==> src/spcs_defines.svh <==
`ifndef SPCS_DEFINES_SVH
`define SPCS_DEFINES_SVH

// ************************************************************
// Field positions
// ************************************************************
`define SPCS_GCR_CTRL_BIT    0
`define SPCS_FMT_PHASE_BIT   16
`define SPCS_FMT_POL_BIT     17
`define SPCS_FMT_PS_MSB      15
`define SPCS_FMT_PS_LSB      8
`define SPCS_DLY_SETUP_MSB   31
`define SPCS_DLY_SETUP_LSB   24
`define SPCS_DLY_REL_MSB     23
`define SPCS_DLY_REL_LSB     16

// ************************************************************
// Sizes and timing counts, in peripheral clock cycles
// ************************************************************
`define SPCS_WORD_W          16
`define SPCS_FIFO_DEPTH      8
`define SPCS_CNT_W           10
`define SPCS_EDGES           6'h20
`define SPCS_PS0_PERIOD      10'h002
`define SPCS_SETUP_EXTRA     10'h002
`define SPCS_HOLD_EXTRA      10'h001
`define SPCS_REL_EXTRA       10'h001

`endif

==> src/spcs_pkg.sv <==
package spcs_pkg;

   typedef enum logic [2:0] {
      SPCS_IDLE  = 3'h0,
      SPCS_SETUP = 3'h1,
      SPCS_DATA  = 3'h3,
      SPCS_REL   = 3'h2
   } spcs_state_type;

endpackage

==> src/spcs_fifo.sv <==
`timescale 1ns/1ns

module spcs_fifo #(
   parameter int W = 16,
   parameter int D = 8
) (
   // Clock and reset
   input  wire logic         clk,
   input  wire logic         nrst,
   // Filling side
   input  wire logic         in_valid,
   output logic              in_ready,
   input  wire logic [W-1:0] in_data,
   // Draining side
   output logic              out_valid,
   input  wire logic         out_ready,
   output logic [W-1:0]      out_data
);

   localparam int AW = $clog2(D);

   logic [W-1:0]  mem_r [D];
   logic [W-1:0]  mem_nxt [D];
   logic [AW-1:0] wp_r, wp_nxt, rp_r, rp_nxt;
   logic [AW:0]   cnt_r, cnt_nxt;
   logic          nfull_r, nfull_nxt, nempty_r, nempty_nxt;
   logic          push, pop;

   // ************************************************************
   // Next state
   // ************************************************************
   // Full and empty are registered so the top sees flop outputs
   always_comb begin
      push       = in_valid && nfull_r;
      pop        = out_ready && nempty_r;
      mem_nxt    = mem_r;
      wp_nxt     = wp_r;
      rp_nxt     = rp_r;
      if (push) begin
         mem_nxt[wp_r] = in_data;
         wp_nxt        = (wp_r == AW'(D - 1)) ? '0 : wp_r + 1'b1;
      end
      if (pop) begin
         rp_nxt = (rp_r == AW'(D - 1)) ? '0 : rp_r + 1'b1;
      end
      cnt_nxt    = cnt_r + (AW + 1)'(push) - (AW + 1)'(pop);
      nfull_nxt  = (cnt_nxt != (AW + 1)'(D));
      nempty_nxt = (cnt_nxt != '0);
   end

   always_ff @(posedge clk) begin
      if (!nrst) begin
         wp_r     <= '0;
         rp_r     <= '0;
         cnt_r    <= '0;
         nfull_r  <= 1'b1;
         nempty_r <= 1'b0;
      end else begin
         wp_r     <= wp_nxt;
         rp_r     <= rp_nxt;
         cnt_r    <= cnt_nxt;
         nfull_r  <= nfull_nxt;
         nempty_r <= nempty_nxt;
      end
      mem_r <= mem_nxt;
   end

   assign in_ready  = nfull_r;
   assign out_valid = nempty_r;
   assign out_data  = mem_r[rp_r];

endmodule

==> src/spcs_ctrl.sv <==
`timescale 1ns/1ns
`include "spcs_defines.svh"

// Overview of operation
// [RQ1] Controller bit drives clock, data; bit16 selects phase
// [RQ2] Clock period prescale+1 cycles, two for zero
// [RQ3] Polarity bit17 sets idle level, active edge
// [RQ4] Setup and release counts from delay register
// [RQ5] Phase one: first edge after half+setup+2(+3); code adds 1, only with pol and cs_keep_asserted_option set
// [RQ6] Phase one: CS releases release+1 after last
// [RQ7] Phase zero: CS releases half+release+1 after last
module spcs_ctrl (
   // Clock and reset
   input  wire logic                    clk,
   input  wire logic                    nrst,
   // Configuration words and options
   input  wire logic [31:0]             global_control_reg,
   input  wire logic [31:0]             frame_format_reg,
   input  wire logic [31:0]             cs_delay_reg,
   input  wire logic                    cs_keep_asserted_option,
   // Transmit words into the FIFO
   input  wire logic                    tx_valid,
   output logic                         tx_ready,
   input  wire logic [`SPCS_WORD_W-1:0] tx_data,
   // Received words
   output logic                         rx_valid,
   output logic [`SPCS_WORD_W-1:0]      rx_data,
   output logic                         busy,
   // Serial pins
   output logic                         serial_clock_pin,
   output logic                         serial_clock_oe,
   output logic                         controller_out_data_pin,
   output logic                         controller_out_data_oe,
   input  wire logic                    controller_in_data_pin,
   output logic                         cs_n
);

   spcs_pkg::spcs_state_type st_r, st_nxt;
   logic [`SPCS_CNT_W-1:0]   cnt_r, cnt_nxt;
   logic [5:0]               edge_r, edge_nxt;
   logic [`SPCS_WORD_W-1:0]  tsh_r, tsh_nxt, rsh_r, rsh_nxt;
   logic [`SPCS_WORD_W-1:0]  rxd_r, rxd_nxt;
   logic                     sck_r, sck_nxt, mosi_r, mosi_nxt;
   logic                     csn_r, csn_nxt, rxv_r, rxv_nxt;
   logic                     oe_r, busy_r;
   logic                     f_valid, f_pop;
   logic [`SPCS_WORD_W-1:0]  f_data;
   logic                     en, pha, pol;
   logic [7:0]               ps, c2t, t2c;
   logic [`SPCS_CNT_W-1:0]   period, half_lo, half_hi;
   logic [`SPCS_CNT_W-1:0]   setup_len, rel_len, wait_len;
   logic                     lead;

   // ************************************************************
   // Transmit FIFO
   // ************************************************************
   spcs_fifo #(
      .W (`SPCS_WORD_W),
      .D (`SPCS_FIFO_DEPTH)
   ) spcs_fifo_inst (
      .clk       (clk),
      .nrst      (nrst),
      .in_valid  (tx_valid),
      .in_ready  (tx_ready),
      .in_data   (tx_data),
      .out_valid (f_valid),
      .out_ready (f_pop),
      .out_data  (f_data)
   );

   // ************************************************************
   // Timing figures
   // ************************************************************
   always_comb begin
      en  = global_control_reg[`SPCS_GCR_CTRL_BIT];
      pha = frame_format_reg[`SPCS_FMT_PHASE_BIT];
      pol = frame_format_reg[`SPCS_FMT_POL_BIT];
      ps  = frame_format_reg[`SPCS_FMT_PS_MSB:`SPCS_FMT_PS_LSB];
      // [RQ4] delay register fields
      c2t = cs_delay_reg[`SPCS_DLY_SETUP_MSB:`SPCS_DLY_SETUP_LSB];
      t2c = cs_delay_reg[`SPCS_DLY_REL_MSB:`SPCS_DLY_REL_LSB];
      // [RQ2] prescale to period
      period  = (ps == 8'h00) ? `SPCS_PS0_PERIOD
                              : `SPCS_CNT_W'(ps) + 10'h001;
      half_lo = period >> 1;
      half_hi = period - half_lo;
      // [RQ5] setup from CS to first edge
      setup_len = `SPCS_CNT_W'(c2t) + `SPCS_SETUP_EXTRA;
      if (pha) begin
         setup_len = setup_len + half_lo;
         if (pol && cs_keep_asserted_option) begin
            setup_len = setup_len + `SPCS_HOLD_EXTRA;
         end
      end
      // [RQ6] [RQ7] last edge to CS release
      rel_len = `SPCS_CNT_W'(t2c) + `SPCS_REL_EXTRA;
      if (!pha) begin
         rel_len = rel_len + half_lo;
      end
   end

   // ************************************************************
   // Sequencer
   // ************************************************************
   always_comb begin
      st_nxt   = st_r;
      cnt_nxt  = cnt_r;
      edge_nxt = edge_r;
      tsh_nxt  = tsh_r;
      rsh_nxt  = rsh_r;
      rxd_nxt  = rxd_r;
      sck_nxt  = sck_r;
      mosi_nxt = mosi_r;
      csn_nxt  = csn_r;
      rxv_nxt  = 1'b0;
      f_pop    = 1'b0;
      lead     = 1'b0;
      wait_len = half_lo;
      case (st_r)
         spcs_pkg::SPCS_IDLE: begin
            // [RQ3] clock rests at the polarity level
            sck_nxt  = pol;
            edge_nxt = 6'h00;
            if (en && f_valid) begin
               f_pop    = 1'b1;
               tsh_nxt  = f_data;
               mosi_nxt = f_data[`SPCS_WORD_W-1];
               csn_nxt  = 1'b0;
               cnt_nxt  = setup_len - 10'h001;
               st_nxt   = spcs_pkg::SPCS_SETUP;
            end
         end
         spcs_pkg::SPCS_SETUP, spcs_pkg::SPCS_DATA: begin
            if (cnt_r != '0) begin
               cnt_nxt = cnt_r - 10'h001;
            end else begin
               sck_nxt  = ~sck_r;
               edge_nxt = edge_r + 6'h01;
               lead     = !edge_r[0];
               // [RQ1] phase picks launch versus capture edge
               if (lead == pha) begin
                  mosi_nxt = tsh_r[`SPCS_WORD_W-1];
                  if (!pha) begin
                     mosi_nxt = tsh_r[`SPCS_WORD_W-2];
                  end
                  tsh_nxt = {tsh_r[`SPCS_WORD_W-2:0], 1'b0};
               end else begin
                  rsh_nxt = {rsh_r[`SPCS_WORD_W-2:0],
                             controller_in_data_pin};
               end
               // Halves alternate so odd periods still sum right
               wait_len = lead ? half_hi : half_lo;
               cnt_nxt  = wait_len - 10'h001;
               st_nxt   = spcs_pkg::SPCS_DATA;
               if (edge_nxt == `SPCS_EDGES) begin
                  cnt_nxt = rel_len - 10'h001;
                  st_nxt  = spcs_pkg::SPCS_REL;
               end
            end
         end
         spcs_pkg::SPCS_REL: begin
            if (cnt_r != '0) begin
               cnt_nxt = cnt_r - 10'h001;
            end else begin
               rxv_nxt  = 1'b1;
               rxd_nxt  = rsh_r;
               edge_nxt = 6'h00;
               if (cs_keep_asserted_option && en && f_valid) begin
                  f_pop    = 1'b1;
                  tsh_nxt  = f_data;
                  mosi_nxt = f_data[`SPCS_WORD_W-1];
                  cnt_nxt  = setup_len - 10'h001;
                  st_nxt   = spcs_pkg::SPCS_SETUP;
               end else begin
                  csn_nxt = 1'b1;
                  st_nxt  = spcs_pkg::SPCS_IDLE;
               end
            end
         end
         default: begin
            st_nxt = spcs_pkg::SPCS_IDLE;
         end
      endcase
      // Leaving controller mode aborts the word; no partial result
      if (!en) begin
         st_nxt   = spcs_pkg::SPCS_IDLE;
         csn_nxt  = 1'b1;
         sck_nxt  = pol;
         f_pop    = 1'b0;
         edge_nxt = 6'h00;
         rxv_nxt  = 1'b0;
      end
   end

   always_ff @(posedge clk) begin
      if (!nrst) begin
         st_r   <= spcs_pkg::SPCS_IDLE;
         cnt_r  <= '0;
         edge_r <= 6'h00;
         tsh_r  <= '0;
         rsh_r  <= '0;
         rxd_r  <= '0;
         sck_r  <= 1'b0;
         mosi_r <= 1'b0;
         csn_r  <= 1'b1;
         rxv_r  <= 1'b0;
         oe_r   <= 1'b0;
         busy_r <= 1'b0;
      end else begin
         st_r   <= st_nxt;
         cnt_r  <= cnt_nxt;
         edge_r <= edge_nxt;
         tsh_r  <= tsh_nxt;
         rsh_r  <= rsh_nxt;
         rxd_r  <= rxd_nxt;
         sck_r  <= sck_nxt;
         mosi_r <= mosi_nxt;
         csn_r  <= csn_nxt;
         rxv_r  <= rxv_nxt;
         // [RQ1] pins driven only as controller
         oe_r   <= en;
         busy_r <= (st_nxt != spcs_pkg::SPCS_IDLE);
      end
   end

   assign serial_clock_pin        = sck_r;
   assign serial_clock_oe         = oe_r;
   assign controller_out_data_pin = mosi_r;
   assign controller_out_data_oe  = oe_r;
   assign cs_n                    = csn_r;
   assign rx_valid                = rxv_r;
   assign rx_data                 = rxd_r;
   assign busy                    = busy_r;

   // ************************************************************
   // Checks
   // ************************************************************
   logic [`SPCS_CNT_W-1:0] su_r, rl_r, gp_r, lh_r;
   always_ff @(posedge clk) begin
      su_r <= (st_r == spcs_pkg::SPCS_SETUP) ? su_r + 10'h001 : '0;
      rl_r <= (st_r == spcs_pkg::SPCS_REL) ? rl_r + 10'h001 : '0;
      gp_r <= (sck_nxt != sck_r) ? '0 : gp_r + 10'h001;
      if (sck_nxt != sck_r) begin
         lh_r <= gp_r;
      end
   end
endmodule

==> config.mk <==
export PLATFORM = sky130hd
export DESIGN_NAME = spcs_ctrl
export DESIGN_NICKNAME = d
export VERILOG_FILES = /design/src/spcs_pkg.sv /design/src/spcs_fifo.sv /design/src/spcs_ctrl.sv
export VERILOG_INCLUDE_DIRS = /design/src
export SDC_FILE = /design/constraint.sdc
export NUM_CORES = 1
export LEC_CHECK = 0
export ABC_AREA = 1
export ABC_CLOCK_PERIOD_IN_PS = 5000
export BUFFER_PORTS_ARGS = -buffer_cell sky130_fd_sc_hd__buf_2
export CELL_PAD_IN_SITES_DETAIL_PLACEMENT = 0
export CELL_PAD_IN_SITES_GLOBAL_PLACEMENT = 2
export CORE_MARGIN = 10
export CORE_UTILIZATION = 35
export DETAILED_ROUTE_END_ITERATION = 16
export GPL_TIMING_DRIVEN = 0
export PLACE_DENSITY = 0.8
export SLEW_MARGIN = 25
export SYNTH_ARGS = -nofsm -noshare
export SYNTH_HDL_FRONTEND = slang
export SYNTH_SLANG_ARGS = --single-unit
==> constraint.sdc <==
create_clock -name clk -period 5 [get_ports clk]
set_input_delay 0.75 -clock clk [delete_from_list [all_inputs] [get_ports clk]]
set_output_delay 0.75 -clock clk [all_outputs]
set_load 0.1 [all_outputs]
==> Word-level counts from Yosys, hierarchy flattened <==
Index checks and enable logic that the tools add are counted.
{ "word_totals": {"reg_bits": 213, "in_bits": 117, "out_inout_bits": 24, "word_cells": 146} }
{ "classes": {"addsub": 16, "magnitude_cmp": 3, "eq_ne": 17, "muxes": 55, "bitwise": 5, "reduce_logical": 25} }
{ "op_table": {"columns": ["cell", "n"], "rows": [
  ["$bwmux W128", 1],
  ["$mux W16", 8],
  ["$mux W10", 9],
  ["$bmux W16 S3", 1],
  ["$demux W16 S3", 1],
  ["$pmux W16 S3", 1],
  ["$sub A10 B1 Y10 const B", 4],
  ["$pmux W10 S3", 1],
  ["$add A9 B8 Y10", 2],
  ["$add A8 B1 Y9 const B", 2],
  ["$mux W1", 18],
  ["$mux W3", 6],
  ["$pmux W6 S3", 1],
  ["$mux W6", 2],
  ["$ne A2 B2 Y1 const B", 6],
  ["$reduce_and A3 Y1", 4],
  ["$add A10 B1 Y10 const B", 1],
  ["$reduce_bool A10 Y1", 1],
  ["$sub A9 B8 Y10", 1],
  ["$add A8 B2 Y9 const B", 1],
  ["$mux W9", 1],
  ["$pmux W3 S3", 1],
  ["$ge A4 B4 Y1 const B", 2],
  ["$logic_not A8 Y1", 1],
  ["27 further kinds", 45]
]} }

==> Longest topological paths before layout <==
Gate-level depths: netlist (run 1).
{ "depth": {"depth_word": 10, "ltp_mapped": 31, "ltp_nobuf": 31} }

==> Modules after synthesis <==
From an unflattened synthesis (run 1), not the netlist that was laid out.
{ "unflattened": {"hier_cells": 1674, "hier_area_um2": 12268.0} }
{ "modules_own_cells": {"columns": ["module", "n_inst", "cells_per_inst", "area_each_um2", "seq_area_each_um2"], "rows": [
  ["spcs_fifo", 1, 648, 6145.9, 4083.9],
  ["spcs_ctrl", 1, 1026, 6122.1, 1461.4]
]} }

==> Worst setup path after synthesis (run 1) <==
Ideal clock, no wire load.
{ "synth_path": {"path_type": "in2reg", "start": "input port frame_format_reg[8]", "end": "register cnt_r[9]", "setup_ns": 0.109, "arrival_time_ns": 3.640, "required_time_ns": 4.891, "path_slack_ns": 1.251, "path_stages": 27, "path_buffers": 0, "path_cell_list": "inv_1 > ha_1 > nand2_1 > nor2_1 > nand2_1 > nand2_1 > ha_1 > inv_1 > fa_1 > inv_1 > ha_1 > nand3_1 > nand3_1 > o21ai_0 > nand4_1 > nor2_1 > nand2_2 > nor2_4 > nand2_4 > nor2_4 > nand2_2 > nand2_2 > nand2_1 > a21oi_1 > nand3_1 > nand2_1 > inv_1"} }
{ "synth_via": {"elab_chain_cells": 10, "word_cells_on_any_way": 20, "cone_classes": "8 x add/sub; 11 x mux; 1 x reduce/logical"} }
{ "synth_rtl": {"columns": ["element", "line", "text"], "rows": [
  ["from (decl)", "spcs_ctrl.sv:18", "input wire logic [31:0] frame_format_reg,"],
  ["$add A8 B1 Y9 (no line) / $logic_not A8 Y1 (equally long branches)", null, null],
  ["$mux W9 *", "spcs_ctrl.sv:83", "period = (ps == 8'h00) ? `SPCS_PS0_PERIOD"],
  ["$add A9 B8 Y10", "spcs_ctrl.sv:90", "setup_len = setup_len + half_lo;"],
  ["$add A10 B1 Y10 (no line)", null, null],
  ["$mux W10", "spcs_ctrl.sv:91", "if (pol && cs_keep_asserted_option) begin"],
  ["$mux W10", "spcs_ctrl.sv:89", "if (pha) begin"],
  ["$sub A10 B1 Y10", "spcs_ctrl.sv:129, spcs_ctrl.sv:172", null],
  ["$mux W10", "spcs_ctrl.sv:168", "if (cs_keep_asserted_option && en && f_valid) begin"],
  ["$mux W10", "spcs_ctrl.sv:162", "if (cnt_r != '0) begin"],
  ["$pmux W10 S3 *", "spcs_ctrl.sv:119", "case (st_r)"],
  ["to (signal assigned)", "spcs_ctrl.sv:211", "cnt_r <= cnt_nxt;"],
  ["to (decl)", "spcs_ctrl.sv:39", "logic [`SPCS_CNT_W-1:0] cnt_r, cnt_nxt;"]
]} }
Every way passes the cells marked *; elsewhere a longest branch is shown, timed or not. The select of a mux whose other input is x is not followed.
A chain may end at the register's enable or synchronous reset.

==> Final worst setup path (run 1) <==
Same ends and word-level chain as after synthesis.

==> impl_metrics.json, run 1 <==
{
  "first_pass_iters": 5,
  "setup_viol": 0,
  "synth-seq-area-share_pct": 47.64,
  "min_period_ns": 3.960,
  "whs_path_depth": 2,
  "p_seq_share_pct": 42.0,
  "port_buffers": 70,
  "slowest_stage": "fa_1",
  "hold_ws_ns": 0.4485,
  "dp_hpwl_mm": 24.98,
  "worst_ep_required_time_ns": 5.41,
  "fin_worst_skew_ns": 0.009737,
  "tightest_slew_ns": 0.7580,
  "cts_resized": 0,
  "comb_power_share_pct": 26.0,
  "p_per_area_nw_per_um2": 369.5,
  "grt_max_degree": 15,
  "fin_util_pct": 40.84,
  "clock_path_buffers": 3,
  "fin_crit_sh_pct": 79.21,
  "drive_gt1_share_pct": 11.80,
  "grt_antenna_before_repair": 0,
  "swShare_pct": 32.85,
  "hp-class": "reg -> reg",
  "synth_cells": 1432,
  "layout-area-overhead-vs-synth_pct": 14.71,
  "ys_seq_elements": 213,
  "n_antenna_cell": 0,
  "htreeDepth": 1,
  "slew_headroom_pct": 49.28,
  "ant_nets": 0,
  "synth_edf_count": 128,
  "cp-start-kind": "input port",
  "row_count": 66,
  "fin_tns_setup_ns": 0,
  "drt_iter0_drc": 650,
  "setup.worst_path.class": "in -> reg",
  "gp_congestion": 0.8233,
  "postSynthAreaPerCell_sq_um": 8.129,
  "grt_first_pass_wirelength_mm": 52.23,
  "clkLatencyLatePin_ns": 0.51,
  "layout.nets": 1694,
  "synth_area_sq_um": 11640,
  "dr_total_vias": 9763,
  "synthFlopType": "edfxtp_1",
  "cts_tree": "yes",
  "dp_cells": 1952,
  "postSynth.asyncResetShare_pct": 0,
  "end_kind": "flip-flop",
  "final_common_cell": "nor2_1",
  "cts_setup_buffers": 0,
  "die_area_sq_um": 40960,
  "rsz0062_at_grt": "no",
  "route.detailed.drc": 0,
  "wirelength_mm": 32.67,
  "max_freq_mhz": 252.5,
  "wire_per_inst_um": 16.39,
  "clkSinkCount": 213,
  "intPower_mw": 3.314,
  "grt_overflow": 0,
  "cts-hold-fix-buffers": 0,
  "r2r_cells": 18,
  "status": "finished, final reports clean",
  "die_h_um": 202.4,
  "slew_viol_final": 0,
  "p_clk_share_pct": 32.0,
  "worst_ep_arrival_time_ns": 4.37,
  "placeableCoreArea_sq_um": 32700,
  "dpl_worst_slack_ns": 0.5507,
  "leakagePower_nw": 5.607,
  "multi_input_area_sq_um": 5284,
  "fin_ws_ns": 1.040,
  "syn-num-nets": 1591,
  "die_width_um": 202.4,
  "clkSlewWorstSetupHoldPaths_ns": 0.06,
  "via_per_inst": 4.899,
  "cp_max_fo": 6,
  "netlist-cell-type-count": 51,
  "grt_usage_pct": 15.60,
  "final_cells": 1993,
  "regArea_sq_um": 5545,
  "switchingPower_mw": 1.621,
  "clockRootBuffer": "clkbuf_16",
  "grt_pass1_vias": 9623,
  "cap_viol_max_count": 0,
  "cts_buffers": 23,
  "fill_cells": 3374,
  "layout_common_cells": "nor2_1 (257), nand2_1 (215), inv_1 (155), edfxtp_1 (128), o21ai_0 (115)",
  "ys.warnings.count": 0,
  "ir_drop_uv": 301.1,
  "slowest_delay_ns": 0.53,
  "path_common_cell": "nand2_1",
  "initial_core_util_pct": 35.60,
  "io_pins": 141,
  "timing_hold_violations_final": 0
}
-- state kept, by name, indices dropped and copies added, names as in the netlist --
name,cells
spcs_fifo_inst.mem_r,128
rx_valid,1
tsh_r,16
st_r,3
spcs_fifo_inst.rp_r,3
edge_r,6
controller_out_data_oe,1
cnt_r,10
spcs_fifo_inst.in_ready,1
spcs_fifo_inst.cnt_r,4
rx_data,16
cs_n,1
controller_out_data_pin,1
rsh_r,16
spcs_fifo_inst.out_valid,1
spcs_fifo_inst.wp_r,3
serial_clock_pin,1
busy,1
-- per-layer routing --
layer	up-vias	routed length, um	share of wire, %	global-route usage [%]
li1	5024	-	-	-
met1	4560	15030	46	20.05
met2	145	15830	48	27.41
met3	34	1200	3.7	1.759
met4	0	607	1.9	3.570
met5	-	0	0	0
-- worst paths after layout --
kind / from / end / slack [ns]
min: tsh_r[15] / tsh_r[15] / 0.45
max: frame_format_reg[8] / cnt_r[9] / 1.04
max reg2reg: cnt_r[0] / spcs_fifo_inst.out_valid / 1.50
min reg2reg: tsh_r[15] / tsh_r[15] / 0.45
-- worst max-delay path, delay by kind of cell --
family / cells / cell delay [ns]
simple gates: 17 / 1.77
fa+ha+maj: 4 / 1.18
buf+inv: 5 / 0.38
compound gates: 2 / 0.28
-- cells by family (layout without fill, tap and decap cells) --
logic type      Yosys count  in the layout  synth area share (%)
simple gates            668            668                 25.16
compound gates          263            263                 13.14
buf+inv                 217            336                 7.147
flops                   213            213                 47.64
fa+ha+maj                42             42                 4.772
xor+xnor                 28             28                 2.107
other cells               1              1               0.03221
-- per-stage QoR --
step / area, sq um / power, mW
floorplan: 11640 / 2.995
global placement: 12540 / 3.366
detailed placement: 12650 / 3.396
CTS: 13350 / 4.986
global route: 13350 / 5.237
finish: 13350 / 4.935
-- layout make-up --
class	count	share of cell area [%]
inverters	164	4.610
well taps	442	4.141
repair buffers	78	3.298
flip-flops and latches	213	41.53
plain buffers	53	1.621
multi-input cells	1002	39.57
clock buffers	23	4.310
clock inverters	18	0.9276
-- Yosys cell counts (2+ instances only) --
library cell  instances  share of area (%)
nor2_1              265                8.5
nand2_1             215                6.9
inv_1               155                5.0
edfxtp_1            128                 33
o21ai_0             115                4.9
dfxtp_1              85                 15
nand3_1              81                3.5
a21oi_1              47                2.0
clkbuf_1             45                1.5
nor3_1               40                1.7
ha_1                 38                4.1
a211oi_1             35                2.3
nand2_2              26                1.4
xor2_1               18                1.4
a31oi_1              17               0.91
o22ai_1              17               0.91
nand4_1              14               0.75
xnor2_1              10               0.75
clkinv_1              6               0.19
nand2_4               6               0.58
o211ai_1              6               0.39
o21bai_1              6               0.39
nor2_2                5               0.27
a21o_1                4               0.26
fa_1                  4               0.69
nand3_2               4               0.34
o21ai_1               4               0.17
a22oi_1               3               0.19
buf_1                 3              0.097
inv_2                 3              0.097
nor2_4                3               0.29
a221oi_1              2               0.15
buf_2                 2              0.086
buf_4                 2               0.13
nor3_2                2               0.17
-- power groups by stage --
stage	logic [mW]	clock network, mW	registers (mW)
after floorplan	0.853	0	2.14
after global placement	1.26	0	2.11
after detailed placement	1.29	0	2.11
after CTS	1.30	1.62	2.07
after global routing	1.46	1.70	2.08
final	1.28	1.58	2.07
(Power assumes the default switching activity.)
==> run 2: changes to the inputs <==
--- a/config.mk
+++ b/config.mk
@@ -7,7 +7,7 @@
 export NUM_CORES = 1
 export LEC_CHECK = 0
 export ABC_AREA = 1
-export ABC_CLOCK_PERIOD_IN_PS = 5000
+export ABC_CLOCK_PERIOD_IN_PS = 3800
 export BUFFER_PORTS_ARGS = -buffer_cell sky130_fd_sc_hd__buf_2
 export CELL_PAD_IN_SITES_DETAIL_PLACEMENT = 0
 export CELL_PAD_IN_SITES_GLOBAL_PLACEMENT = 2
==> constraint.sdc (replaced) <==
create_clock -name clk -period 3.8 [get_ports clk]
set_input_delay 0.57 -clock clk [delete_from_list [all_inputs] [get_ports clk]]
set_output_delay 0.57 -clock clk [all_outputs]
set_load 0.1 [all_outputs]
==> impl_metrics.json, run 2 (synthesis gave the netlist of run 1 again) <==
{
  "worst_ep_required_time_ns": 4.21,
  "setup.worst_path.class": "in -> reg",
  "row_count": 66,
  "rsz0062_at_grt": "no",
  "ir_drop_uv": 401.5,
  "layout-area-overhead-vs-synth_pct": 15.23,
  "layout.nets": 1698,
  "postPlaceCellArea_sq_um": 12650,
  "setup_viol": 0,
  "layout_common_cells": "nor2_1 (255), nand2_1 (213), inv_1 (155), edfxtp_1 (128), o21ai_0 (115)",
  "cts-hold-fix-buffers": 0,
  "drive_gt1_share_pct": 12.41,
  "clkSlewWorstSetupHoldPaths_ns": 0.06,
  "grt_max_degree": 15,
  "leakagePower_nw": 5.626,
  "intPower_mw": 4.368,
  "fin_tns_setup_ns": 0,
  "die_h_um": 202.4,
  "cap_viol_max_count": 0,
  "final_cells": 1997,
  "largest-register": "spcs_fifo_inst.mem_r",
  "fin_util_pct": 41.02,
  "grt_usage_pct": 15.60,
  "largest_register_ffs": 128,
  "via_per_inst": 4.895,
  "route.detailed.drc": 0,
  "max_freq_mhz": 282.4,
  "end_kind": "flip-flop",
  "grt_antenna_before_repair": 0,
  "hp-class": "in -> reg",
  "grt_overflow": 0,
  "slew_viol_final": 0,
  "die_width_um": 202.4,
  "dp_hpwl_mm": 24.98,
  "tightest_slew_ns": 0.7779,
  "power.total_mw": 6.508,
  "ant_nets": 0,
  "p_per_area_nw_per_um2": 485.2,
  "grt_pass1_vias": 9623,
  "crit_start": "frame_format_reg[8]",
  "reg2reg_slack_ns": 0.47,
  "clkSinkCount": 213,
  "status": "finished, final reports clean",
  "clkLatencyLatePin_ns": 0.51,
  "fin_crit_sh_pct": 93.18,
  "crit_path_end": "cnt_r[9]",
  "regToRegStartpoint": "cnt_r[0]",
  "wire_per_inst_um": 16.33,
  "first_pass_iters": 5,
  "p_clk_share_pct": 32.0,
  "finish.instance_area_sq_um": 13410,
  "n_antenna_cell": 0,
  "worst_ep_arrival_time_ns": 3.95,
  "fin_worst_skew_ns": 0.01054,
  "cts_buffers": 23,
  "dr_total_vias": 9775,
  "dp_cells": 1952,
  "p_seq_share_pct": 41.9,
  "grt_first_pass_wirelength_mm": 52.23,
  "r2r_end": "spcs_fifo_inst.out_valid",
  "drt_iter0_drc": 656,
  "clockRootBuffer": "clkbuf_16",
  "cts_tree": "yes",
  "cp-start-kind": "input port",
  "cp_max_fo": 8,
  "fill_cells": 3379,
  "die_area_sq_um": 40960,
  "switchingPower_mw": 2.140,
  "initial_core_util_pct": 35.60,
  "slew_headroom_pct": 47.79,
  "clock_path_buffers": 3,
  "min_period_ns": 3.541,
  "comb_power_share_pct": 26.1,
  "io_pins": 141,
  "swShare_pct": 32.88,
  "r2r_cells": 18,
  "wirelength_mm": 32.61,
  "final_common_cell": "nor2_1",
  "htreeDepth": 1,
  "gp_congestion": 0.8233,
  "timing_hold_violations_final": 0,
  "placeableCoreArea_sq_um": 32700,
  "port_buffers": 70
}
run 2: cell count changes in the layout (fill, tap and decap cells not counted), moves of 2 or more:
| cell | before | now |
|---|---|---|
| buf_4 | 2 | 6 |
| nand2_1 | 215 | 213 |
| nor2_1 | 257 | 255 |
| nor2_2 | 13 | 15 |
run 2: worst min-delay path by stage:
stage	to	start	slack (ns)	depth (start not counted)
detailed placement	tsh_r[15]	tsh_r[15]	0.44	2
CTS	spcs_fifo_inst.mem_r[35]	tx_data[3]	0.33	1
global placement	tsh_r[15]	tsh_r[15]	0.44	2
global route	spcs_fifo_inst.mem_r[86]	tx_data[6]	0.35	1
floorplan	tsh_r[15]	tsh_r[15]	0.42	2
finish	spcs_fifo_inst.mem_r[34]	tx_data[2]	0.34	1
run 2: final cells by class:
cell class,count,area (sq um),area share [%]
Clock inverter,18,123.9,0.9234
Buffer,53,216.5,1.614
Multi-Input combinational cell,1002,5314,39.61
Tap cell,442,553.0,4.123
Clock buffer,23,575.6,4.291
Sequential cell,213,5545,41.34
Timing Repair Buffer,82,470.5,3.507
Inverter,164,615.6,4.589
run 2: what timing repair did:
action / CTS / global route
setup buffers: 0 / 4
endpoints found under the setup margin: 0 / 8
gates resized for setup: 0 / 8
run 2: power groups by stage:
stage	clock [mW]	combinational [mW]	sequential, mW
finish	2.08	1.70	2.73
CTS	2.13	1.70	2.73
floorplan	0	1.12	2.82
global route	2.23	1.93	2.74
detailed placement	0	1.69	2.77
global placement	0	1.65	2.78
run 2: metal layers:
metal	vias to the layer above	global-route usage, %	share of wire [%]
met1	4540	20.05	46
met4	0	3.570	1.8
met3	35	1.759	3.9
li1	5038	-	-
met2	162	27.41	48
met5	-	0	0
run 2: critical path: stages:
cell      delay, ns
buf_2          0.14
ha_1           0.24
nand2_1        0.08
clkinv_1       0.09
nor2_1         0.17
nand2_2        0.20
fa_1           0.61
inv_1          0.07
ha_1           0.27
nand3_1        0.08
nand3_1        0.07
o21ai_0        0.15
nand4_1        0.19
nor2_2         0.15
nand2_2        0.08
nor2_4         0.10
nand2_4        0.06
nor2_4         0.09
nand2_2        0.05
nand2_2        0.05
nand2_1        0.05
a21oi_1        0.12
nand3_1        0.13
nand2_1        0.08
inv_1          0.03
run 2: metrics by stage:
step | setup slack, ns | hold WS (ns)
floorplan | 0.2313 | 0.4242
global placement | -0.4313 | 0.4370
detailed placement | -0.4693 | 0.4419
CTS | 0.04097 | 0.3256
global route | 0.003944 | 0.3455
finish | 0.2590 | 0.3385
==> run 3: changes to the inputs <==
--- a/config.mk
+++ b/config.mk
@@ -10,12 +10,12 @@
 export ABC_CLOCK_PERIOD_IN_PS = 3800
 export BUFFER_PORTS_ARGS = -buffer_cell sky130_fd_sc_hd__buf_2
 export CELL_PAD_IN_SITES_DETAIL_PLACEMENT = 0
-export CELL_PAD_IN_SITES_GLOBAL_PLACEMENT = 2
+export CELL_PAD_IN_SITES_GLOBAL_PLACEMENT = 1
 export CORE_MARGIN = 10
-export CORE_UTILIZATION = 35
+export CORE_UTILIZATION = 44
 export DETAILED_ROUTE_END_ITERATION = 16
 export GPL_TIMING_DRIVEN = 0
-export PLACE_DENSITY = 0.8
+export PLACE_DENSITY = 0.81
 export SLEW_MARGIN = 25
 export SYNTH_ARGS = -nofsm -noshare
 export SYNTH_HDL_FRONTEND = slang
==> impl_metrics.json, run 3 (synthesis gave the netlist of run 1 again) <==
{
  "largest_register_ffs": 128,
  "io_pins": 141,
  "leakagePower_nw": 5.610,
  "cp-start-kind": "input port",
  "r2r_cells": 18,
  "first_pass_iters": 5,
  "setup.worst_path.class": "in -> reg",
  "cts_tree": "yes",
  "slowest_stage": "fa_1",
  "hold_ws_ns": 0.3410,
  "gp_congestion": 0.8877,
  "die_h_um": 182.7,
  "worst_ep_arrival_time_ns": 3.88,
  "fin_crit_sh_pct": 91.80,
  "drive_gt1_share_pct": 12.27,
  "cap_viol_max_count": 0,
  "timing_hold_violations_final": 0,
  "ant_nets": 0,
  "max_freq_mhz": 286.7,
  "wire_per_inst_um": 15.73,
  "dr_total_vias": 9720,
  "grt_first_pass_wirelength_mm": 48.03,
  "cts_buffers": 21,
  "min_period_ns": 3.488,
  "dp_hpwl_mm": 22.56,
  "path_common_cell": "nand2_2",
  "row_count": 59,
  "grt_overflow": 0,
  "slew_headroom_pct": 37.98,
  "initial_core_util_pct": 44.67,
  "worst_ep_required_time_ns": 4.19,
  "final_common_cell": "nor2_1",
  "hp-class": "in -> reg",
  "fin_worst_skew_ns": 0.02267,
  "crit_path_end": "cnt_r[9]",
  "min_from": "tx_data[3]",
  "drt_iter0_drc": 677,
  "wirelength_mm": 29.62,
  "cts-hold-fix-buffers": 0,
  "status": "finished, final reports clean",
  "layout-area-overhead-vs-synth_pct": 14.03,
  "fill_cells": 2495,
  "layout.nets": 1694,
  "end_kind": "flip-flop",
  "slew_viol_final": 0,
  "p_per_area_nw_per_um2": 487.0,
  "regToRegStartpoint": "cnt_r[0]",
  "grt_antenna_before_repair": 1,
  "crit_start": "frame_format_reg[8]",
  "port_buffers": 70,
  "slowest_delay_ns": 0.53,
  "htreeDepth": 1,
  "fin_tns_setup_ns": 0,
  "r2r_end": "spcs_fifo_inst.out_valid",
  "setup_viol": 0,
  "route.detailed.drc": 0,
  "die_area_sq_um": 33360,
  "reg2reg_slack_ns": 0.40,
  "grt_max_degree": 17,
  "cp_max_fo": 4,
  "via_per_inst": 5.162,
  "tightest_slew_ns": 0.9293,
  "clkLatencyLatePin_ns": 0.50,
  "clockRootBuffer": "clkbuf_16",
  "placeableCoreArea_sq_um": 26060,
  "layout_common_cells": "nor2_1 (255), nand2_1 (213), inv_1 (154), edfxtp_1 (128), o21ai_0 (114)",
  "clkSinkCount": 213,
  "clock_path_buffers": 3,
  "grt_usage_pct": 17.35,
  "clkSlewWorstSetupHoldPaths_ns": 0.06,
  "ir_drop_uv": 562.2,
  "n_antenna_cell": 0,
  "largest-register": "spcs_fifo_inst.mem_r",
  "die_width_um": 182.7,
  "grt_pass1_vias": 9299
}
[run 3: changes by cell type in the layout (fill, tap and decap cells not counted), moves of 3 or more]
cell,before,now
clkinv_2,7,4
clkbuf_1,45,49
clkinv_1,11,7
buf_6,9,6
[run 3: area by class of cell]
type,count,area (sq um),area share (%)
Buffer,53,216.5,1.631
Clock buffer,25,540.5,4.072
Clock inverter,11,136.4,1.027
Inverter,164,615.6,4.638
Multi-Input combinational cell,1002,5341,40.24
Sequential cell,213,5545,41.78
Tap cell,335,419.2,3.158
Timing Repair Buffer,80,459.2,3.459
[run 3: timing repair]
action                                  4_1_cts  5_1_grt
buffers inserted                              0        3
gates resized for setup                       0       16
endpoints found under the setup margin        0        8
[run 3: stage by stage]
stage	area, sq um	power (mW)	instances	setup slack (ns)	util, %
6_report	13270	6.465	1883	0.3118	50.94
5_1_grt	13270	6.840	1883	-0.03433	50.94
4_1_cts	13190	6.485	1880	0.07744	50.63
3_5_place_dp	12520	4.428	1844	-0.4152	48.03
3_3_place_gp	12410	4.383	1837	-0.3790	47.63
2_1_floorplan	11640	3.940	1432	0.2313	-
[run 3: worst max-delay path, delay by kind of cell]
family	cells	cell delay (ns)
buffers and inverters	6	0.44
AO/OA/AOI/OAI	1	0.12
adder cells (fa/ha/maj)	4	0.97
AND/OR/NAND/NOR	20	1.75
[run 3: worst min path at each step]
stage               depth (start not counted)  slack (ns)                  endpoint
CTS                                         1        0.33  spcs_fifo_inst.mem_r[67]
global placement                            2        0.44                 tsh_r[15]
detailed placement                          2        0.45                 tsh_r[15]
finish                                      1        0.34  spcs_fifo_inst.mem_r[83]
global route                                1        0.35  spcs_fifo_inst.mem_r[67]
floorplan                                   2        0.42                 tsh_r[15]
[run 3: metal layers]
layer | routed length [um] | up-vias | global-route usage [%] | share of wire (%)
met3 | 1281 | 36 | 2.295 | 4.3
met2 | 14300 | 178 | 29.79 | 48
li1 | - | 5026 | - | -
met1 | 13620 | 4478 | 22.90 | 46
met5 | 9 | - | 0 | 0.030
met4 | 414 | 2 | 3.319 | 1.4
[run 3: report_power, final]
group / switching, mW / internal, mW
sequential: 0.0742 / 2.65
clock: 0.836 / 1.22
combinational: 1.14 / 0.539
total: 2.05 / 4.41
